[src/rtl/queue_regs_defs.svh]
`ifndef QUEUE_REGS_DEFS_SVH
`define QUEUE_REGS_DEFS_SVH

// ----------------------------------------------------------------
// register byte offsets
// ----------------------------------------------------------------
`define OFS_RX_QUEUE_BASE_CH0   8'h14
`define OFS_RX_QUEUE_BASE_CH1   8'h18
`define OFS_RX_QUEUE_BASE_CH2   8'h1c
`define OFS_RX_QUEUE_BASE_CH3   8'h20
`define OFS_TX_QUEUE_BASE_CH0   8'h24
`define OFS_TX_QUEUE_BASE_CH1   8'h28
`define OFS_TX_QUEUE_BASE_CH2   8'h2c
`define OFS_TX_QUEUE_BASE_CH3   8'h30
`define OFS_CONFIG_QUEUE_BASE   8'h3c

// ----------------------------------------------------------------
// fields, reset values and queue geometry
// ----------------------------------------------------------------
`define QUEUE_BASE_RESET        32'h0000_0000
`define QUEUE_BASE_FIXED_MASK   32'hffff_fffc
`define UNMAPPED_READ_VALUE     32'h0000_0000
`define QUEUE_DWORDS_PER_UNIT   32'h0000_0020
`define DWORD_BYTES             32'h0000_0004
`define QUEUE_REG_COUNT         9

`endif

[src/rtl/queue_regs_pkg.sv]
package queue_regs_pkg;

    // ----------------------------------------------------------------
    // register slots in decode order
    // ----------------------------------------------------------------
    typedef enum logic [3:0] {
        SLOT_RX0  = 4'h0,
        SLOT_RX1  = 4'h1,
        SLOT_RX2  = 4'h2,
        SLOT_RX3  = 4'h3,
        SLOT_TX0  = 4'h4,
        SLOT_TX1  = 4'h5,
        SLOT_TX2  = 4'h6,
        SLOT_TX3  = 4'h7,
        SLOT_CFG  = 4'h8,
        SLOT_NONE = 4'hf
    } reg_slot_t;

    // ----------------------------------------------------------------
    // one queue as seen by the dma logic
    // ----------------------------------------------------------------
    typedef struct packed {
        logic [31:0] base;
        logic [31:0] last;
    } queue_window_t;

endpackage

[src/rtl/queue_base_word.sv]
`include "queue_regs_defs.svh"

// one read/write base address word with byte lanes
module queue_base_word (
    input  wire logic        clk,
    input  wire logic        rst,
    input  wire logic        wr_en,
    input  wire logic [3:0]  byte_en,
    input  wire logic [31:0] wr_data,
    output logic      [31:0] value
);

    logic [31:0] value_reg;

    // ----------------------------------------------------------------
    // storage: only software writes change it, low two bits stay zero
    // ----------------------------------------------------------------
    always_ff @(posedge clk) begin
        if (rst) begin
            value_reg <= `QUEUE_BASE_RESET;
        end else if (wr_en) begin
            for (int i = 0; i < 4; i++) begin
                if (byte_en[i]) begin
                    value_reg[i*8 +: 8] <= wr_data[i*8 +: 8];
                end
            end
            value_reg[1:0] <= 2'h0; // RQ6
        end
    end

    assign value = value_reg & `QUEUE_BASE_FIXED_MASK; // RQ6

endmodule

[src/rtl/interrupt_queue_base_regs.sv]
`include "queue_regs_defs.svh"

// How it works
// (RQ1) four rx queue base words, channels 0..3, at 0x14 to 0x20
// (RQ2) four tx queue base words, channels 0..3, at 0x24 to 0x30
// (RQ3) one config queue base word at 0x3c locates that queue
// (RQ4) base bits 31..2 reach anywhere in the 32-bit address space
// (RQ5) software places every queue base on a four-byte boundary
// (RQ6) bits 1..0 written as zero, always treated as zero here
// (RQ7) queue spans (1 + length) times 32 dwords from its base
// (RQ8) bases reset to zero and change only by software writes
module interrupt_queue_base_regs #(
    parameter int LEN_W = 4
) (
    input  wire logic                                  clk,
    input  wire logic                                  rst,
    input  wire logic [7:0]                            address,
    input  wire logic                                  read,
    input  wire logic                                  write,
    input  wire logic [31:0]                           writedata,
    input  wire logic [3:0]                            byteenable,
    output logic      [31:0]                           readdata,
    output logic                                       waitrequest,
    input  wire logic [3:0][LEN_W-1:0]                 rx_queue_length,
    input  wire logic [3:0][LEN_W-1:0]                 tx_queue_length,
    input  wire logic [LEN_W-1:0]                      config_queue_length,
    output queue_regs_pkg::queue_window_t [3:0]        rx_queue_window,
    output queue_regs_pkg::queue_window_t [3:0]        tx_queue_window,
    output queue_regs_pkg::queue_window_t              config_queue_window
);

    localparam int N = `QUEUE_REG_COUNT;

    logic                      ack_reg;
    logic                      ack_next;
    logic [31:0]               readdata_reg;
    logic [31:0]               readdata_next;
    queue_regs_pkg::reg_slot_t slot;
    logic [N-1:0][31:0]        word;
    logic [N-1:0]              word_wr;
    logic [N-1:0][LEN_W-1:0]   length;
    logic [N-1:0][31:0]        last_reg;

    // ----------------------------------------------------------------
    // address decode
    // ----------------------------------------------------------------
    // unlisted or unaligned offsets decode to no slot
    always_comb begin
        case (address)
            `OFS_RX_QUEUE_BASE_CH0: slot = queue_regs_pkg::SLOT_RX0; // RQ1
            `OFS_RX_QUEUE_BASE_CH1: slot = queue_regs_pkg::SLOT_RX1; // RQ1
            `OFS_RX_QUEUE_BASE_CH2: slot = queue_regs_pkg::SLOT_RX2; // RQ1
            `OFS_RX_QUEUE_BASE_CH3: slot = queue_regs_pkg::SLOT_RX3; // RQ1
            `OFS_TX_QUEUE_BASE_CH0: slot = queue_regs_pkg::SLOT_TX0; // RQ2
            `OFS_TX_QUEUE_BASE_CH1: slot = queue_regs_pkg::SLOT_TX1; // RQ2
            `OFS_TX_QUEUE_BASE_CH2: slot = queue_regs_pkg::SLOT_TX2; // RQ2
            `OFS_TX_QUEUE_BASE_CH3: slot = queue_regs_pkg::SLOT_TX3; // RQ2
            `OFS_CONFIG_QUEUE_BASE: slot = queue_regs_pkg::SLOT_CFG; // RQ3
            default:                slot = queue_regs_pkg::SLOT_NONE;
        endcase
    end

    // ----------------------------------------------------------------
    // avalon handshake: one wait cycle, answer in the second cycle
    // ----------------------------------------------------------------
    assign ack_next    = (read || write) && !ack_reg;
    assign waitrequest = (read || write) && !ack_reg;
    assign readdata    = readdata_reg;

    // acknowledge flag, dropped right after the accepting edge
    // so a held request never gets two answers in a row
    always_ff @(posedge clk) begin
        if (rst) begin
            ack_reg <= 1'b0;
        end else begin
            ack_reg <= ack_next;
        end
    end

    // read data prepared in the wait cycle, stands in the answer cycle
    always_comb begin
        readdata_next = `UNMAPPED_READ_VALUE;
        if (slot != queue_regs_pkg::SLOT_NONE) begin
            readdata_next = word[slot]; // RQ6
        end
    end

    always_ff @(posedge clk) begin
        if (rst) begin
            readdata_reg <= `UNMAPPED_READ_VALUE;
        end else if (read && !ack_reg) begin
            readdata_reg <= readdata_next;
        end
    end

    // ----------------------------------------------------------------
    // base address words
    // ----------------------------------------------------------------
    genvar g;
    generate
        for (g = 0; g < N; g++) begin : gen_word
            // write strobe only at the edge where waitrequest is low
            assign word_wr[g] = write && ack_reg && (slot == 4'(g)); // RQ8
            queue_base_word u_word (
                .clk     (clk),
                .rst     (rst),
                .wr_en   (word_wr[g]),
                .byte_en (byteenable),
                .wr_data (writedata),
                .value   (word[g])
            );
        end
    endgenerate

    // ----------------------------------------------------------------
    // queue windows for the dma logic
    // ----------------------------------------------------------------
    for (g = 0; g < 4; g++) begin : gen_len
        assign length[g]   = rx_queue_length[g];
        assign length[g+4] = tx_queue_length[g];
    end
    assign length[8] = config_queue_length;

    // last dword address of a queue: base + (1 + len) * 32 dwords - 1 dword
    function automatic logic [31:0] last_dword(input logic [31:0]      base,
                                               input logic [LEN_W-1:0] len);
        logic [31:0] span;
        span = (32'(len) + 32'h1) * `QUEUE_DWORDS_PER_UNIT * `DWORD_BYTES;
        return base + span - `DWORD_BYTES; // RQ7
    endfunction

    // last dword registered: the dma side sees a settled value
    // one edge after a base or length change
    always_ff @(posedge clk) begin
        for (int i = 0; i < N; i++) begin
            last_reg[i] <= last_dword(word[i], length[i]); // RQ7
        end
    end

    // windows: base straight from storage, last from its register
    always_comb begin
        for (int i = 0; i < 4; i++) begin
            rx_queue_window[i].base = word[i];             // RQ1 RQ4
            rx_queue_window[i].last = last_reg[i];
            tx_queue_window[i].base = word[i+4];           // RQ2 RQ4
            tx_queue_window[i].last = last_reg[i+4];
        end
        config_queue_window.base = word[8];                // RQ3
        config_queue_window.last = last_reg[8];
    end
endmodule

[config.mk]
export PLATFORM = sky130hd
export DESIGN_NAME = interrupt_queue_base_regs
export DESIGN_NICKNAME = d
export VERILOG_FILES = /design/src/rtl/queue_regs_pkg.sv /design/src/rtl/queue_base_word.sv /design/src/rtl/interrupt_queue_base_regs.sv
export VERILOG_INCLUDE_DIRS = /design/src /design/src/rtl
export SDC_FILE = /design/constraint.sdc
export NUM_CORES = 2
export LEC_CHECK = 0
export ABC_AREA = 1
export BUFFER_PORTS_ARGS = -buffer_cell sky130_fd_sc_hd__buf_2
export CAP_MARGIN = 20
export CORE_ASPECT_RATIO = 1.5
export CORE_UTILIZATION = 45
export DETAILED_ROUTE_END_ITERATION = 10
export PLACE_DENSITY = 0.74
export SYNTH_ARGS = -nofsm -noshare
export SYNTH_HDL_FRONTEND = slang
export SYNTH_HIERARCHICAL = 1
export SYNTH_SLANG_ARGS = --single-unit
[constraint.sdc]
create_clock -name clk -period 3.7 [get_ports clk]
set_clock_uncertainty 0.15 [all_clocks]
set_input_delay 0.74 -clock clk [delete_from_list [all_inputs] [get_ports clk]]
set_output_delay 0.74 -clock clk [all_outputs]
set_load 0.02 [all_outputs]
; ---- Word-level counts from Yosys, hierarchy flattened
; Index checks and enable logic that the tools add are counted.
[op_classes]
n_reduce_logical = 51
add_sub_neg = 27
magnitude_cmp = 1
eq_ne = 18
muxes = 4
[op_table]
columns = operator, n
row1 = $add A32 B12 Y32, 9
row2 = $sub A32 B3 Y32 const B, 9
row3 = $bmux W32 S4, 1
row4 = $reduce_and A2 Y1, 36
row5 = $mux W32, 2
row6 = $eq A8 B6 Y1 const B, 6
row7 = $add A4 B1 Y5 const B, 9
row8 = $pmux W4 S9, 1
row9 = $eq A8 B5 Y1 const B, 3
row10 = $eq A4 B3 Y1 const B, 4
row11 = $logic_and A1 B1 Y1, 12
row12 = $eq A4 B2 Y1 const B, 2
row13 = $lt A4 B5 Y1 const B, 1
row14 = $eq A4 B1 Y1 const B, 1
row15 = $eq A4 B4 Y1 const B, 1
row16 = $logic_not A4 Y1, 1
row17 = $ne A4 B4 Y1 const B, 1
row18 = $logic_not A1 Y1, 1
row19 = $logic_or A1 B1 Y1, 1
[word_totals]
ff_bits = 591
in_bits = 84
output_inout_bits = 609
elab_cells = 148

; ---- Depth between registers and ports, before layout
[logic_depth]
word_depth = 5
depth_mapped = 18
ltp_nobuf = 17

; ---- By module
; The synthesis kept the hierarchy.
[modules_own_cells]
columns = mod, instances, seq_area_each_um2, area_each_um2, cells_each
row1 = interrupt_queue_base_regs, 1, 6426.2, 24136.9, 3471
row2 = queue_base_word, 9, 600.6, 1247.4, 195

; ---- Worst setup path before layout
; No wires, ideal clock.
[synth_timing]
path_type = input to register
startpoint = input port rx_queue_length[0] in the netlist's numbering
endpoint = register last_reg, in the netlist rx_queue_window[29]
stages = 14
n_path_buf = 0
t_arrival_ps = 2953
required_time_ps = 3438
setup_time_ps = 112
slack_ps = 485
path_cell_list = ha_1 xnor2_1 ha_1 inv_1 ha_1 nand2_1 o21ai_0 a21oi_1 o21ai_0 a21oi_1 o21ai_0 nand2_1 nand3_1 nand2_1
[synth_between]
elab_chain_cells = 3
[synth_lines]
columns = item, line_no
row1 = from (decl), interrupt_queue_base_regs.sv:24  ; input wire logic [3:0][LEN_W-1:0] rx_queue_length,
row2 = $add A4 B1 Y5, interrupt_queue_base_regs.sv:128  ; span = (32'(len) + 32'h1) * `QUEUE_DWORDS_PER_UNIT * `DWORD_BYTES;
row3 = $add A32 B12 Y32, interrupt_queue_base_regs.sv:129  ; return base + span - `DWORD_BYTES;
row4 = $sub A32 B3 Y32 (no source line), -
row5 = "to (signal, indexed assignment)", interrupt_queue_base_regs.sv:136  ; last_reg[i] <= last_dword(word[i], length[i]);
row6 = to (decl), interrupt_queue_base_regs.sv:42  ; logic [N-1:0][31:0] last_reg;
; No other way between the ends.
; A chain may end at the register's enable or synchronous reset.

; ---- Final worst setup path
[layout_timing]
startpoint = input port address[7]
endpoint = register gen_word[7].u_word.value_reg[28]
[layout_between]
elab_chain_cells = 5
elab_cells_between_ends = 13
cone_classes = 10 x eq/ne / 1 x mux / 2 x reduce/logical
[layout_lines]
columns = item, line_no
row1 = from (decl), interrupt_queue_base_regs.sv:17  ; input wire logic [7:0] address,
row2 = $eq A8 B6 Y1 / $eq A8 B5 Y1 (equally long branches), interrupt_queue_base_regs.sv:49  ; case (address)
row3 = $pmux W4 S9 (*), interrupt_queue_base_regs.sv:49
row4 = $eq A4 B3 Y1 (*), interrupt_queue_base_regs.sv:103  ; assign word_wr[g] = write && ack_reg && (slot == 4'(g));
row5 = $logic_and A1 B1 Y1 (*), interrupt_queue_base_regs.sv:103
row6 = named net word_wr[7], interrupt_queue_base_regs.sv:40  ; logic [N-1:0] word_wr;
row7 = $reduce_and A2 Y1 (no source line) (*), -
row8 = to (signal assigned), queue_base_word.sv:20  ; value_reg <= `QUEUE_BASE_RESET;
row9 = "to (signal, indexed assignment)", queue_base_word.sv:24  ; value_reg[i*8 +: 8] <= wr_data[i*8 +: 8];
row10 = to (decl), queue_base_word.sv:13  ; logic [31:0] value_reg;
; The timed path passes the listed nets; every way through them passes the cells marked *.

==> qor.txt <==
========================================================================================================
Total of flip-flops plus latches after synthesis                                                     591
Reg2Reg Depth                                                                                         13
TritonCTS clock tree                                                                               built
Pin count of the biggest net entering global routing                                                  94
Die ar.                                                                                        79700 µm²
Crit-path max FO                                                                                      16
Data required time at the worst endpoint                                                         4100 ps
Initial antenna violation count                                                                       10
Count of nets after finishing                                                                       6309
Category of the most critical setup path                                                          in2reg
Max-slew violation count                                                                               0
Root cell of the clock tree                                                                    clkbuf_16
Leftover overflow at the end of global routing                                                         0
Routed wire length                                                                             162000 µm
Die Y                                                                                             345 µm
Total core area                                                                                77600 µm²
Hold buffer count at cts                                                                               0
Crit path capture type                                                                         flip-flop
Standby leakage power                                                                            23.0 nW
DPL Wire Length                                                                                129000 µm
Die extent in x                                                                                   231 µm
Critical register-to-register path endpoint                                                 tx_queue_window[217]$_DFF_P_
Cell area after synthesis                                                                      35400 µm²
Share of the cycle needed by the critical path after routing                                       0.849
Category of the worst setup path launch point                                               primary input
Arr. time, crit path                                                                             3540 ps
Share of synthesized cell area in full adder, half adder and majority cells                        0.113
Final Hold Violating Endpoints                                                                         0
Number of library cell types mapped by synthesis                                                      38
Detailed-route vias per instance                                                                    5.30
Fraction of layout cells with a size suffix above 1                                                0.148
Most common cell after layout, fill and taps aside                                               nand2_1
Wire length of the first global-routing pass                                                   227000 µm
Filler cell count in the final layout                                                               7702
Antenna viol nets, final                                                                               0
Max Freq                                                                                         318 MHz
Combinational family with the most area after synthesis                                     simple AND/OR/NAND/NOR gates
Hold/Removal Path Class                                                                           in2reg
Layout Area Growth over Synthesis                                                                  18.8%
Total Routing Usage GR                                                                             0.394
Via count of the first global-routing pass                                                         34400
End point of the worst hold path                                                            ack_reg$_SDFF_PP0_
Max capacitance violation total                                                                        0
Critical R2R Launch                                                                         gen_word[7].u_word/value_reg[3]$_SDFFE_PP0P_
Run status                                                                                     completed
Standard-cell rows                                                                                   125
Post-CTS clock slew at the launch and capture registers of the worst setup and hold paths          70 ps
Share of synthesized area occupied by flip-flops and latches                                       0.335
Hold-critical path depth                                                                               3
# DRC                                                                                                  0
Pre-CTS WS                                                                                     -0.832 ps
Post-cts gate resize count                                                                             0
Post-Syn Instances                                                                                  5226
Sum of internal, switching and leakage power                                                     17.2 mW
Gpl congestion                                                                                      1.01
Final setup violation count                                                                            0
Slew margin rel.                                                                                   0.328
Number of iterations in the first detailed-routing pass                                                7
Number of flip-flops under the largest register name                                                 270
Post-synthesis xor/xnor area fraction                                                             0.0599
Number of setup buffers added after CTS                                                                0
Post-synthesis share of cell area spent on and, or, nand and nor gates                             0.274
Number of buffers on the longest clock path                                                            3
Average instance area after synthesis                                                           6.77 µm²
WL/cell                                                                                          23.2 µm
Final worst slack                                                                                 558 ps
Register-to-register setup slack                                                                  570 ps
Total power divided by cell area                                                              409 nW/µm²
Unrepaired setup endpoints after global routing                                                    false
CTS Buf Count                                                                                         60
CTS H-tree depth                                                                                       2
Initial Utilization                                                                                0.456
Complex-gate fraction of the synthesized area                                                     0.0996
Number of port buffers                                                                               672
Top-Level Pins                                                                                       693
CTS sink count                                                                                       591
Worst Hold Launch                                                                                  write
Highest-count cells in the layout ignoring fill and taps                                    nand2_1, inv_1, nor2_1
Synthesis Warnings                                                                                     6
Clock latency reported for the late side of the worst-skew pair                                   670 ps
Share of synthesized area spent on multiplexers                                                        0
Routed vias                                                                                        37000
Count of routing violations after the opening detailed-route iteration                              3491
Worst vdd rail ir drop                                                                          0.383 mV
Transition at the pin with the smallest max-transition slack                                     1010 ps
Shortest clock period the worst path allows after layout                                         3140 ps
========================================================================================================
[worst max-delay path by stage]
stage | start | to | slack, ps | cells after the start
CTS | gen_word[7].u_word/value_reg[3]$_SDFFE_PP0P_ | tx_queue_window[217]$_DFF_P_ | 580 | 13
detailed placement | address[7] | gen_word[7].u_word/value_reg[22]$_SDFFE_PP0P_ | -0.8 | 15
global route | gen_word[7].u_word/value_reg[3]$_SDFFE_PP0P_ | tx_queue_window[217]$_DFF_P_ | 330 | 13
global placement | address[1] | gen_word[7].u_word/value_reg[31]$_SDFFE_PP0P_ | 40 | 15
floorplan | rx_queue_length[0] | rx_queue_window[29]$_DFF_P_ | 490 | 14
finish | address[7] | gen_word[7].u_word/value_reg[28]$_SDFFE_PP0P_ | 560 | 15
[where the power goes]
group / switching [mW] / total, mW / internal (mW)
Combinational: 2.28 / 3.37 / 1.10
Sequential: 0.158 / 7.04 / 6.89
Clock: 2.87 / 6.76 / 3.89
[stage by stage]
step	setup TNS [ps]	hold WS [ps]	instance area [µm²]	utilization	std cells
after floorplan	0	318	35400	-	5235
after global placement	0	301	39900	0.514	6864
after detailed placement	-0.832	303	39900	0.514	6864
after CTS	0	252	42000	0.542	6974
after global routing	0	296	42000	0.542	6977
final	0	276	42000	0.542	6980
[critical path, cell delays in order]
cell and delay, ps:
buf_2 190, inv_1 100, nand2_2 80, nor2_1 60, nand2_1 170, nand2_1 100, nor2_2 150, nand2_4 170
nand2_4 180, buf_4 200, nand2_1 80, nor3_1 540, nand2_1 480, nor2_1 220, nor2_1 70
[cells by family (layout without fill, tap and decap cells)]
family / after synthesis / in the layout
AOI/OAI and AO/OA: 612 / 612
xor gates and xnor gates: 242 / 242
adders and majority gates: 315 / 315
buffers and inverters: 1029 / 1752
DFF: 591 / 591
other: 9 / 24
and+or+nand+nor: 2428 / 2428
[cells in the mapped netlist, drive strengths merged]
master	instances	area (µm²)
o21a	14	105
o21ai	103	515
o221ai	24	210
o31a	6	52.6
dfxtp	591	11800
nand2	1324	4990
inv	878	3300
clkbuf	75	349
nand3b	3	22.5
conb	9	33.8
a31oi	16	100
nor2	782	2960
fa	9	180
xor2	150	1310
ha	306	3830
nor3b	1	7.51
a211oi	13	97.6
a221oi	10	87.6
xnor2	92	806
nand4	90	563
nor3	22	110
o211ai	2	15.0
a21o	9	67.6
o21bai	30	225
clkinv	1	3.75
a21boi	32	240
a21oi	343	1720
nand3	206	1030
buf	75	514
o2111ai	10	87.6
[layer usage]
metal / wire length, µm / global-route usage / up-vias
met2: 72200 / 0.632 / 1939
met5: 70 / 0 / -
met4: 16400 / 0.336 / 10
met1: 57700 / 0.441 / 16900
li1: - / - / 17700
met3: 15400 / 0.0858 / 542
[final cells by class]
cell class,count,area (µm²),share of cell area
inverter,879,3300,0.0785
clock inverter,35,484,0.0115
sequential,591,11800,0.282
clock buffer,75,1660,0.0395
multi-input combinational,3615,19400,0.462
tap,1016,1270,0.0302
timing repair buffer,763,4060,0.0966
antenna,6,15.0,0.000357
Power figures use the tool's default switching activity.
